===== config.mk =====
export PLATFORM = sky130hd
export DESIGN_NAME = dnsc_top
export DESIGN_NICKNAME = d
export VERILOG_FILES = /design/src/inc/dnsc_pkg.sv /design/src/dnsc_top.sv
export SDC_FILE = /design/constraint.sdc
export NUM_CORES = 2
export LEC_CHECK = 0
export ABC_AREA = 1
export BUFFER_PORTS_ARGS = -buffer_cell sky130_fd_sc_hd__buf_4
export CAP_MARGIN = 20
export CORE_MARGIN = 2
export CORE_UTILIZATION = 55
export CTS_CLUSTER_DIAMETER = 100
export CTS_CLUSTER_SIZE = 28
export DETAILED_ROUTE_END_ITERATION = 8
export PLACE_DENSITY = 0.78
export SYNTH_ARGS = -nofsm -noshare
export SYNTH_HDL_FRONTEND = slang
export SYNTH_SLANG_ARGS = --single-unit
export TNS_END_PERCENT = 50

===== constraint.sdc =====
create_clock -name mclk -period 16 [get_ports mclk]
set_input_delay 4.8 -clock mclk [delete_from_list [all_inputs] [get_ports mclk]]
set_output_delay 4.8 -clock mclk [all_outputs]
set_load 0.05 [all_outputs]

===== src/inc/dnsc_pkg.sv =====
// shared constants and types for the dial number store control
package dnsc_pkg;
    // four-bit digit codes
    localparam logic [3:0] DIG_STAR = 4'ha;
    localparam logic [3:0] DIG_HASH = 4'hb;
    localparam logic [3:0] DIG_A = 4'hc;
    localparam logic [3:0] DIG_B = 4'hd;
    localparam logic [3:0] DIG_C = 4'he;
    localparam logic [3:0] DIG_D = 4'hf;
    localparam logic [3:0] DIG_PAUSE = 4'h0;
    // keys: 0..15 are digit codes carried unchanged into key space
    localparam logic [4:0] KEY_PROG = 5'h10;
    localparam logic [4:0] KEY_REDIAL = 5'h11;
    localparam logic [4:0] KEY_PAUSE = 5'h12;
    localparam logic [4:0] KEY_MEM0 = 5'h14;
    localparam int STORE_DEPTH = 18;
    localparam int FIFO_DEPTH = 10;
    localparam int REP_ON_CHIP = 10;
    localparam int EXT_MEM_MAX = 5;
    localparam int EXT_BLOCK = 20;
    // display prefix codes
    localparam logic [2:0] PFX_NONE = 3'h0;
    localparam logic [2:0] PFX_REDIAL = 3'h1;
    localparam logic [2:0] PFX_XREDIAL = 3'h2;
    localparam logic [2:0] PFX_EMERG = 3'h3;
    localparam logic [2:0] PFX_REP = 3'h4;
    localparam logic [2:0] PFX_NOTE = 3'h5;
    localparam logic [2:0] PFX_ERROR = 3'h7;
    // apb register map
    localparam logic [11:0] ADR_CTRL = 12'h000;
    localparam logic [11:0] ADR_STAT = 12'h004;
    localparam logic [11:0] ADR_EXTCNT = 12'h008;
    localparam logic [31:0] CTRL_RST = 32'h0000_0000;
    localparam int CTRL_PD_BIT = 0;
    localparam int CTRL_EKB_BIT = 1;
    localparam int CTRL_DIRECT_BIT = 2;
    typedef enum {
        DNSC_IDLE, DNSC_DIAL, DNSC_PHELD, DNSC_PADDR, DNSC_PPROG, DNSC_EMPROG,
        DNSC_PTAP, DNSC_NOTE, DNSC_REPGO, DNSC_CLEAR
    } dnsc_state_t;
endpackage


===== src/dnsc_top.sv =====
// keypad command interpreter for the dialer's number stores
`timescale 1ns/10ps
module dnsc_top (
    input wire logic mclk,
    input wire logic rstn,
    input wire logic chipEnable,
    input wire logic keyValid,
    input wire logic [4:0] keyCode,
    input wire logic progKeyHeld,
    input wire logic clear2580Held,
    input wire logic txReady,
    output logic txValid,
    output logic [3:0] txDigit,
    output logic muteActive,
    output logic dispValid,
    output logic [2:0] dispPrefix,
    output logic [3:0] dispDigit,
    output logic [2:0] memory_select_pins,
    output logic [6:0] extAddr,
    output logic repValid,
    input wire logic psel,
    input wire logic penable,
    input wire logic pwrite,
    input wire logic [11:0] paddr,
    input wire logic [31:0] pwdata,
    output logic [31:0] prdata,
    output logic pready,
    output logic pslverr
);
    import dnsc_pkg::*;

    // pin synchronisers (first stage read only by second)
    logic [3:0] syncA_r;
    logic [3:0] syncB_r;
    always_ff @(posedge mclk or negedge rstn) begin
        if (!rstn) begin
            syncA_r <= 4'h0;
            syncB_r <= 4'h0;
        end else begin
            syncA_r <= {clear2580Held, progKeyHeld, keyValid, chipEnable};
            syncB_r <= syncA_r;
        end
    end
    wire ceS = syncB_r[0];
    wire keyS = syncB_r[1];
    wire progS = syncB_r[2];
    wire clrS = syncB_r[3];
    logic keyD_r;
    logic progD_r;
    logic ceD_r;
    logic [4:0] keyCodeA_r;
    logic [4:0] keyCodeS_r;
    always_ff @(posedge mclk or negedge rstn) begin
        if (!rstn) begin
            keyD_r <= 1'b0;
            progD_r <= 1'b0;
            ceD_r <= 1'b0;
            keyCodeA_r <= 5'h00;
            keyCodeS_r <= 5'h00;
        end else begin
            keyD_r <= keyS;
            progD_r <= progS;
            ceD_r <= ceS;
            keyCodeA_r <= keyCode; // two stages like the valid bit, stable while pressed
            keyCodeS_r <= keyCodeA_r;
        end
    end
    wire keyPress = keyS & ~keyD_r;
    wire progRise = progS & ~progD_r;
    wire progFall = ~progS & progD_r;
    wire hookOff = ceS & ~ceD_r;
    wire hookOn = ~ceS & ceD_r;
    wire isDigit = ~keyCodeS_r[4];
    wire [3:0] kd = keyCodeS_r[3:0];
    wire isMem = (keyCodeS_r >= KEY_MEM0) & (keyCodeS_r < KEY_MEM0 + 5'd10);

    // apb control register
    logic [31:0] ctrl_r;
    logic [2:0] extCount_r;
    wire pdMode = ~ctrl_r[CTRL_PD_BIT];
    wire keypad_expansion_option = ctrl_r[CTRL_EKB_BIT];
    wire direct = ctrl_r[CTRL_DIRECT_BIT];
    wire apbWr = psel & penable & pwrite;
    wire apbRd = psel & penable & ~pwrite;
    wire adrOk = (paddr == ADR_CTRL) | (paddr == ADR_STAT) | (paddr == ADR_EXTCNT);

    // digit stores, all in one 4-bit format
    logic [3:0] redial_r [STORE_DEPTH];
    logic [3:0] xred_r [STORE_DEPTH];
    logic [3:0] emerg_r [STORE_DEPTH];
    logic [3:0] rep_r [REP_ON_CHIP][STORE_DEPTH];
    logic [4:0] redLen_r;
    logic [4:0] xredLen_r;
    logic [4:0] emLen_r;
    logic [4:0] repLen_r [REP_ON_CHIP];
    // send queue: index into active source plus overflow fifo
    logic [3:0] fifo_r [FIFO_DEPTH];
    logic [3:0] fHead_r;
    logic [3:0] fTail_r;
    logic [3:0] fCount_r;
    logic [4:0] srcLen_r;
    logic [4:0] srcPos_r;
    logic [1:0] srcSel_r;
    logic [3:0] srcRep_r;
    logic [4:0] callLen_r;
    logic lastWasProg_r;
    logic firstKey_r;
    dnsc_state_t state_r;
    logic [3:0] addr_r;
    logic [1:0] addrCnt_r;
    logic [4:0] progLen_r;

    function automatic logic [3:0] inc10(input logic [3:0] v);
        inc10 = (v == 4'(FIFO_DEPTH - 1)) ? 4'h0 : v + 4'h1;
    endfunction

    // current source digit
    wire [3:0] srcDigit = (srcSel_r == 2'd0) ? redial_r[srcPos_r] :
                          (srcSel_r == 2'd1) ? xred_r[srcPos_r] :
                          (srcSel_r == 2'd2) ? emerg_r[srcPos_r] :
                          rep_r[srcRep_r][srcPos_r];
    wire srcPend = srcPos_r < srcLen_r;
    wire [3:0] headDigit = srcPend ? srcDigit : fifo_r[fHead_r];
    wire anyPend = srcPend | (fCount_r != 4'h0);
    // pulse mode skips star, hash and A-D without sending
    wire skipDigit = pdMode & (headDigit > 4'h9);
    wire txFire = ceS & anyPend & (skipDigit | (txValid & txReady));
    assign txValid = ceS & anyPend & ~skipDigit;
    assign txDigit = headDigit;
    assign muteActive = ceS & anyPend;
    wire fifoFull = fCount_r == 4'(FIFO_DEPTH);
    // digit appended to the call: into redial store, when redial is the source, until 18, then fifo
    wire appendKey = (state_r == DNSC_DIAL) & keyPress & isDigit;

    // two-digit repertory address to memory select
    wire [6:0] twoDig = 7'(addr_r) * 7'd10 + 7'(kd);
    wire [6:0] repBase = keypad_expansion_option ? 7'd0 : 7'd10;
    wire [6:0] repOff = twoDig - repBase;
    wire [2:0] repBlk = (repOff >= 7'd80) ? 3'd4 : 3'(repOff / 7'(EXT_BLOCK));
    wire extHit = (addrCnt_r == 2'd1) & (twoDig >= repBase) & (repBlk < extCount_r);

    // main interpreter
    always_ff @(posedge mclk or negedge rstn) begin
        if (!rstn) begin
            state_r <= DNSC_IDLE;
            redLen_r <= 5'h00;
            xredLen_r <= 5'h00;
            emLen_r <= 5'h00;
            for (int i = 0; i < REP_ON_CHIP; i++) begin
                repLen_r[i] <= 5'h00;
            end
            fHead_r <= 4'h0;
            fTail_r <= 4'h0;
            fCount_r <= 4'h0;
            srcLen_r <= 5'h00;
            srcPos_r <= 5'h00;
            srcSel_r <= 2'd0;
            srcRep_r <= 4'h0;
            callLen_r <= 5'h00;
            lastWasProg_r <= 1'b0;
            firstKey_r <= 1'b1;
            addr_r <= 4'h0;
            addrCnt_r <= 2'd0;
            progLen_r <= 5'h00;
            dispValid <= 1'b0;
            dispPrefix <= PFX_NONE;
            dispDigit <= 4'h0;
            memory_select_pins <= 3'h0;
            extAddr <= 7'h00;
            repValid <= 1'b0;
        end else begin
            dispValid <= 1'b0;
            repValid <= 1'b0;
            // drain path, one digit per accepted send or pulse-mode skip
            if (txFire && srcPend) begin
                srcPos_r <= srcPos_r + 5'h01;
            end else if (txFire) begin
                fHead_r <= inc10(fHead_r);
            end
            if (!ceS) begin
                // on-hook: idle, stores kept
                state_r <= DNSC_IDLE;
                srcLen_r <= 5'h00;
                srcPos_r <= 5'h00;
                fCount_r <= 4'h0;
                fHead_r <= 4'h0;
                fTail_r <= 4'h0;
                firstKey_r <= 1'b1;
                if (hookOn && lastWasProg_r && callLen_r != 5'h00) begin
                    xredLen_r <= callLen_r;
                    for (int i = 0; i < STORE_DEPTH; i++) begin
                        xred_r[i] <= redial_r[i];
                    end
                end
                if (clrS) begin
                    state_r <= DNSC_CLEAR;
                end
            end else begin
                if (keyPress) begin
                    lastWasProg_r <= 1'b0;
                    firstKey_r <= 1'b0;
                end
                if (progRise) begin
                    lastWasProg_r <= 1'b1;
                    firstKey_r <= 1'b0;
                end
                if (appendKey) begin
                    dispValid <= 1'b1;
                    dispDigit <= kd;
                    if (srcLen_r < 5'(STORE_DEPTH)) begin
                        // (extended copy is the source, saved copy untouched)
                        if (srcSel_r == 2'd0) begin
                            redial_r[srcLen_r] <= kd;
                            redLen_r <= srcLen_r + 5'h01;
                            callLen_r <= srcLen_r + 5'h01;
                        end
                        srcLen_r <= srcLen_r + 5'h01;
                    end else if (!fifoFull) begin
                        fifo_r[fTail_r] <= kd;
                        fTail_r <= inc10(fTail_r);
                    end // full fifo drops the digit
                end
                if (appendKey && srcLen_r >= 5'(STORE_DEPTH) && !fifoFull) begin
                    fCount_r <= fCount_r + 4'h1 - 4'(txFire & ~srcPend);
                end else if (txFire && !srcPend) begin
                    fCount_r <= fCount_r - 4'h1;
                end
                case (state_r)
                    DNSC_CLEAR: begin
                        if (!clrS) begin
                            redLen_r <= 5'h00;
                            xredLen_r <= 5'h00;
                            emLen_r <= 5'h00;
                            for (int i = 0; i < REP_ON_CHIP; i++) begin
                                repLen_r[i] <= 5'h00;
                            end
                            state_r <= DNSC_IDLE;
                        end
                    end
                    DNSC_IDLE: begin
                        if (keyPress && direct) begin
                            srcSel_r <= 2'd2;
                            srcLen_r <= emLen_r;
                            srcPos_r <= 5'h00;
                            dispPrefix <= PFX_EMERG;
                            dispValid <= 1'b1;
                            state_r <= DNSC_DIAL;
                        end else if (keyPress && isDigit && (!pdMode || kd <= 4'h9)) begin
                            redial_r[0] <= kd;
                            redLen_r <= 5'h01;
                            callLen_r <= 5'h01;
                            srcSel_r <= 2'd0;
                            srcLen_r <= 5'h01;
                            srcPos_r <= 5'h00;
                            dispPrefix <= PFX_NONE;
                            dispDigit <= kd;
                            dispValid <= 1'b1;
                            state_r <= DNSC_DIAL;
                        end else if (keyPress && keyCodeS_r == KEY_REDIAL) begin
                            srcSel_r <= 2'd0;
                            srcLen_r <= redLen_r;
                            srcPos_r <= 5'h00;
                            callLen_r <= redLen_r;
                            dispPrefix <= PFX_REDIAL;
                            dispValid <= 1'b1;
                            state_r <= DNSC_DIAL;
                        end else if (progRise) begin
                            // programming allowed only as first key
                            state_r <= firstKey_r ? DNSC_PHELD : DNSC_PTAP;
                            addrCnt_r <= 2'd0;
                            progLen_r <= 5'h00;
                        end else if (keyPress) begin
                            dispPrefix <= PFX_ERROR;
                            dispValid <= 1'b1;
                        end
                    end
                    DNSC_DIAL: begin
                        if (progRise) begin
                            state_r <= DNSC_PTAP; // chain via program key
                            addrCnt_r <= 2'd0;
                        end
                    end
                    DNSC_PHELD, DNSC_PADDR: begin
                        if (!direct && ctrl_r[CTRL_DIRECT_BIT] == 1'b0 && progS && keyPress && !isDigit) begin
                            dispPrefix <= PFX_ERROR;
                            dispValid <= 1'b1;
                        end else if (progS && keyPress && isDigit) begin
                            if (addrCnt_r == 2'd0 && extCount_r != 3'h0) begin
                                addr_r <= kd;
                                addrCnt_r <= 2'd1;
                                state_r <= DNSC_PADDR;
                            end else begin
                                // one digit on-chip address or two digit external
                                addr_r <= (addrCnt_r == 2'd0) ? kd : 4'(repOff % 7'(EXT_BLOCK) % 7'd10);
                                memory_select_pins <= repBlk;
                                extAddr <= twoDig;
                                repValid <= extHit;
                                state_r <= DNSC_PPROG;
                            end
                        end else if (progS && keyPress && isMem && keypad_expansion_option) begin
                            addr_r <= 4'(keyCodeS_r - KEY_MEM0);
                            state_r <= DNSC_PPROG;
                        end else if (direct && state_r == DNSC_PHELD) begin
                            state_r <= DNSC_EMPROG;
                            emLen_r <= 5'h00;
                        end else if (progFall) begin
                            state_r <= DNSC_PTAP;
                        end
                    end
                    DNSC_PPROG: begin
                        if (keyPress && isDigit && progLen_r < 5'(STORE_DEPTH)) begin
                            rep_r[addr_r][progLen_r] <= kd;
                            progLen_r <= progLen_r + 5'h01;
                            dispPrefix <= PFX_REP;
                            dispDigit <= kd;
                            dispValid <= 1'b1;
                        end
                        if (progFall) begin
                            repLen_r[addr_r] <= progLen_r;
                            state_r <= DNSC_IDLE;
                        end
                    end
                    DNSC_EMPROG: begin
                        if (keyPress && isDigit && emLen_r < 5'(STORE_DEPTH)) begin
                            emerg_r[emLen_r] <= kd;
                            emLen_r <= emLen_r + 5'h01;
                            dispPrefix <= PFX_EMERG;
                            dispDigit <= kd;
                            dispValid <= 1'b1;
                        end
                        if (progFall) begin
                            state_r <= DNSC_IDLE;
                        end
                    end
                    DNSC_PTAP: begin
                        if (keyPress && keyCodeS_r == KEY_REDIAL) begin
                            srcSel_r <= 2'd1;
                            srcLen_r <= xredLen_r;
                            srcPos_r <= 5'h00;
                            dispPrefix <= PFX_XREDIAL;
                            dispValid <= 1'b1;
                            state_r <= DNSC_DIAL;
                        end else if (progRise) begin
                            state_r <= DNSC_NOTE;
                            xredLen_r <= 5'h00;
                            progLen_r <= 5'h00;
                        end else if (keyPress && ((isMem && keypad_expansion_option) || isDigit)) begin
                            srcRep_r <= isDigit ? kd : 4'(keyCodeS_r - KEY_MEM0);
                            state_r <= DNSC_REPGO;
                        end
                    end
                    DNSC_REPGO: begin
                        srcSel_r <= 2'd3; // manual digits follow
                        srcLen_r <= repLen_r[srcRep_r];
                        srcPos_r <= 5'h00;
                        dispPrefix <= PFX_REP;
                        dispValid <= 1'b1;
                        state_r <= DNSC_DIAL;
                    end
                    DNSC_NOTE: begin
                        if (keyPress && isDigit && progLen_r < 5'(STORE_DEPTH)) begin
                            xred_r[progLen_r] <= kd; // no dialing
                            progLen_r <= progLen_r + 5'h01;
                            dispPrefix <= PFX_NOTE;
                            dispDigit <= kd;
                            dispValid <= 1'b1;
                        end
                        if (progRise) begin
                            xredLen_r <= progLen_r;
                            state_r <= DNSC_IDLE;
                        end
                    end
                    default: state_r <= DNSC_IDLE;
                endcase
            end
        end
    end

    // apb slave, zero wait states
    always_ff @(posedge mclk or negedge rstn) begin
        if (!rstn) begin
            ctrl_r <= CTRL_RST;
            extCount_r <= 3'h0;
        end else if (apbWr && paddr == ADR_CTRL) begin
            ctrl_r <= pwdata & 32'h0000_0007;
        end else if (apbWr && paddr == ADR_EXTCNT) begin
            extCount_r <= (pwdata[2:0] > 3'(EXT_MEM_MAX)) ? 3'(EXT_MEM_MAX) : pwdata[2:0];
        end
    end
    assign pready = 1'b1;
    assign pslverr = psel & penable & ~adrOk;
    wire [31:0] statWord = {16'h0000, 3'h0, callLen_r, fCount_r, anyPend, 3'(state_r)};
    assign prdata = !apbRd ? 32'h0 :
                    (paddr == ADR_CTRL) ? ctrl_r :
                    (paddr == ADR_STAT) ? statWord :
                    (paddr == ADR_EXTCNT) ? {29'h0, extCount_r} : 32'h0;
endmodule


Word level (Yosys, flattened, before mapping). Memories as Yosys holds them, arrays and structs flattened. Index checks and enable logic that the tools add are counted. Widths: inputs -> output; s select.

Multiplexer cells: 196. Order comparisons: 19. Add/subtract/negate cells: 12. Bitwise logic cells: 43. Equality and inequality tests: 58. Divide/modulo/power cells: 3. Shifts and indexed selects: 0. Reduce and logical (&&, ||, !) cells: 76. Multipliers: 1.

Operators with widths (number): $mux 32 (17); $pmux 32 s8 (1); $mux 5 (46); $eq 32x3->1 const B (5); $mux 4 (33); $mux 50 (2); $pmux 50 s2 (1); $eq 32x2->1 const B (3); $pmux 5 s3 (5); $mux 72 (1); $eq 32x4->1 const B (2); $bwmux 50 (1); $mux 1 (50); $mux 3 (15); $mux 13 (3); $ne 2x2->1 const B (19); $logic_and 1x1->1 (35); $eq 32x1->1 const B (1); $logic_not 32->1 (1); $reduce_and 8->1 (3); $mux 2 (11); $pmux 3 s7 (1); $add 5x1->5 const B (4); $bmux 4 s5 (1); 67 further kinds (147).

Input port bits: 59. Bits in latches: 0. Flip-flop bits (word level): 189. Bits in read-only memories: 0. Output and inout bits: 59. Memory bits (writable): 976. Memories: 5. Word-level logic and storage cells: 455.

Memories: rep_r (words 10, bits a word 72, rd ports 1, clocked after memory_dff 0, wr ports 1, RTL line dnsc_top.sv:91) `logic [3:0] rep_r [REP_ON_CHIP][STORE_DEPTH];`; emerg_r (words 18, bits a word 4, rd ports 1, clocked after memory_dff 0, wr ports 1, RTL line dnsc_top.sv:90) `logic [3:0] emerg_r [STORE_DEPTH];`; redial_r (words 18, bits a word 4, rd ports 19, clocked after memory_dff 0, wr ports 1, RTL line dnsc_top.sv:88) `logic [3:0] redial_r [STORE_DEPTH];`; xred_r (words 18, bits a word 4, rd ports 1, clocked after memory_dff 0, wr ports 18, RTL line dnsc_top.sv:89) `logic [3:0] xred_r [STORE_DEPTH];`; fifo_r (words 10, bits a word 4, rd ports 1, clocked after memory_dff 0, wr ports 1, RTL line dnsc_top.sv:97) `logic [3:0] fifo_r [FIFO_DEPTH];`.

Logic depth before layout (Yosys ltp).
Depth in word-level cells: 22. Depth in mapped cells: 35. Mapped depth without buffers: 35.

Worst setup path before layout. No wires, ideal clock.

Path kind: input to output. From: input paddr[5]. To: output prdata[3]. Slack: 4.876 ns. Required time: 11.200 ns. Cell stages on the path: 5. Arrival: 6.324 ns. Buffers on the path: 0. Cell sequence: nor4_1 > nand2_1 > inv_1 > nand3_1 > a31oi_1.

Longest elaborated chain between the ends: 4. Elaborated cells on any way between the ends: 5. Those cells by class: 1 x eq/ne; 3 x mux; 1 x reduce/logical.

Ends and longest elaborated chain: start, declared (RTL line dnsc_top.sv:24) `input wire logic [11:0] paddr,`; $eq 12x3->1 (RTL line dnsc_top.sv:395) `(paddr == ADR_STAT) ? statWord :`; $mux 13 (RTL line dnsc_top.sv:395); $mux 13 * (RTL line dnsc_top.sv:394) `(paddr == ADR_CTRL) ? ctrl_r :`; $mux 13 * (RTL line dnsc_top.sv:393) `assign prdata = !apbRd ? 32'h0 :`; end, declared (RTL line dnsc_top.sv:26) `output logic [31:0] prdata,`.

Every way passes the cells marked *; elsewhere a longest branch is shown, timed or not.

Worst setup path in the final report. Ends and elaborated chain as after synthesis.

==> run summary <==
Nets: 5064
Period utilization: 0.693
Cts-stage hold buffer count: 0
Leading cell type in the layout, fill and taps excluded: edfxtp_1
CP Class: input port to output pin
Most Crowded Layer GR: met2
Crit path DAT: 6.28 ns
Vias/cell: 6.11
CTS Buf Count: 50
CTS resizes: 0
Initial Util: 0.554
Share of layout cells above drive strength 1: 0.0467
Max-slew headroom: 0.242
Ports: 118
P&R area growth vs syn: 5.59%
Clk sinks: 1248
GRT Residual Overflow: 0
Required time worst endpoint: 11.20 ns
Status: complete, no violations
RSZ-0062 raised after global routing: false
Most frequent cells in the layout: edfxtp_1, nor2_1, nand2_1
Worst-margin pin slew: 1.13 ns
Detailed Place HPWL: 79000 µm
FF+latch count, synth: 1248
Final Hold Fails: 0
Number of library cell types mapped by synthesis: 62
Die width: 319 µm
VDD IR max: 0.000197 V
Core footprint: 98300 µm²
Die Ht: 319 µm
ANT nets after route: 0
Largest net degree at the start of global routing: 216
CP max FO: 10
Residual DRC count: 0
Max-Cap Viols: 0
Final setup viols: 0
Final GP Congestion: 0.924
GR Util met2: 0.412
Initial antenna violation count: 2
Vias: 38.3k
Mapped Avg Cell Area: 11.0 µm²
Crit start category: input port
DRT Pass-1 Iters: 7
P_leak: 0.0203 µW
Met1 usage: 0.350
Number of flops mapped to enable cells by yosys: 1088
1st-iter DRT viols: 4872
Antenna Cells: 0
Util after Layout: 0.585
Min-delay worst type: flop to flop
Global-route wire length before repair: 202000 µm
GR Util met3: 0.0395
CTS tree: done
Seq/Total Area, Yosys: 0.673
Avg WL per Cell: 21.1 µm
Top cells by area, synth: edfxtp_1, dfrtp_1, nor2_1
Largest area contributor in the netlist: edfxtp_1
Max H-tree Level: 2
FMAX: 0.0902 GHz
Mapped cell area: 54500 µm²
Asr flop ratio synth: 0.128
Skew-Pair Late Insertion Delay: 0.69 ns
Cell area power density: 129 nW/µm²
Min Tclk post-route: 11.08 ns
Clock buffer depth: 3
Post-route setup TNS: 0 ns
Yosys top cell area share: 0.600
Die area: 102000 µm²
Clock-pin slew on the worst setup and hold paths: 0.10 ns
Number of global-route vias before repair: 36.2k
Post-Syn Instances: 4959
Tot GR Track Use: 0.254
Synth warn: 0
Crit end category: output pin
Fin Clk Skew: 0.0636 ns
# Post-CTS Setup Buffers: 0
Port bufs: 68
Root buf cell: clkbuf_16
Predominant post-synthesis flop cell: edfxtp_1
Total Wirelength: 132000 µm
Row cnt: 115
Max-slew violation count: 0
## sequential cells by signal, summed over array words and instances, names as in the netlist, 7 cells and up
| signal | cells |
|---|---|
| redial_r | 128 |
| emerg_r | 72 |
| xred_r | 128 |
| repLen_r | 50 |
| fifo_r | 40 |
| rep_r | 720 |
| extAddr | 7 |
## power breakdown
part | total (µW) | switching [µW] | internal [µW]
registers | 3720 | 112 | 3610
clock network | 1550 | 952 | 601
logic | 2160 | 1550 | 610
## critical path: stages
cell,delay [ns]
buf_4,0.11
nor4_1,0.27
nand2_1,0.08
inv_1,0.13
nand3_1,0.33
a31oi_1,0.32
buf_4,0.24
## synthesized netlist by cell type (13+ instances only)
cell      count
o221ai_1     87
buf_4        42
nor2_1      848
nand2_1     705
inv_1       237
nand3_1     344
nand4_1      27
ha_1         41
a211oi_1     18
o211ai_1     76
a21oi_1     104
edfxtp_1   1088
nand2_2      15
nor3_1       29
o21ai_0     587
buf_2        94
clkbuf_1    136
buf_1        13
o22ai_1     141
o21ai_1      34
dfrtp_1     159
## final timing paths
kind,cells past startpoint,slack [ns],endpoint,from
min in group asynchronous,1,4.02,fTail_r[0],rstn
hold / removal,0,0.36,keyCodeS_r[0],keyCodeA_r[0]
setup / recovery,7,4.92,prdata[3],paddr[5]
setup reg to reg,31,9.18,fCount_r[3],srcRep_r[0]
max in group asynchronous,3,10.06,srcRep_r[1],rstn
hold reg to reg,0,0.36,keyCodeS_r[0],keyCodeA_r[0]
## logic make-up (layout without fill, tap and decap cells)
logic type | after synthesis | in the layout | synth area share
adders and majority gates | 43 | 43 | 0.0102
AOI/OAI and AO/OA | 1098 | 1098 | 0.118
muxes | 4 | 4 | 0.000827
xor gates and xnor gates | 18 | 18 | 0.00303
DFF | 1248 | 1248 | 0.673
buffers and inverters | 549 | 444 | 0.0445
and+or+nand+nor | 1997 | 1997 | 0.150
other | 2 | 132 | 0.000138
## layer usage
layer	vias to the layer above	wire length, µm
met5	-	9
met3	267	13600
met1	18443	51400
met4	2	4590
met2	2112	62800
li1	17477	-
## cell type report
type | instances | area, µm²
flip-flops and latches | 1248 | 36700
clock inverters | 5 | 82.6
repair buffers | 118 | 940
well taps | 1287 | 1610
clock buffers | 69 | 1340
multi-input cells | 3292 | 15900
fillers | 7758 | 40800
inverters | 252 | 961
## through the flow
stage | cells | power, µW | cell area [µm²] | setup slack (ns) | hold WS [ns]
final | 6271 | 7430 | 57500 | 4.92 | 0.357
after global routing | 6271 | 7770 | 57500 | 4.71 | 0.373
after CTS | 6269 | 7410 | 57500 | 4.94 | 0.360
after detailed placement | 6195 | 5910 | 56100 | 4.95 | 0.336
after global placement | 6195 | 5860 | 56100 | 5.00 | 0.332
after floorplan | 5089 | 5320 | 55000 | 4.88 | 0.331
Note: power is estimated with default switching activity, not from simulation.
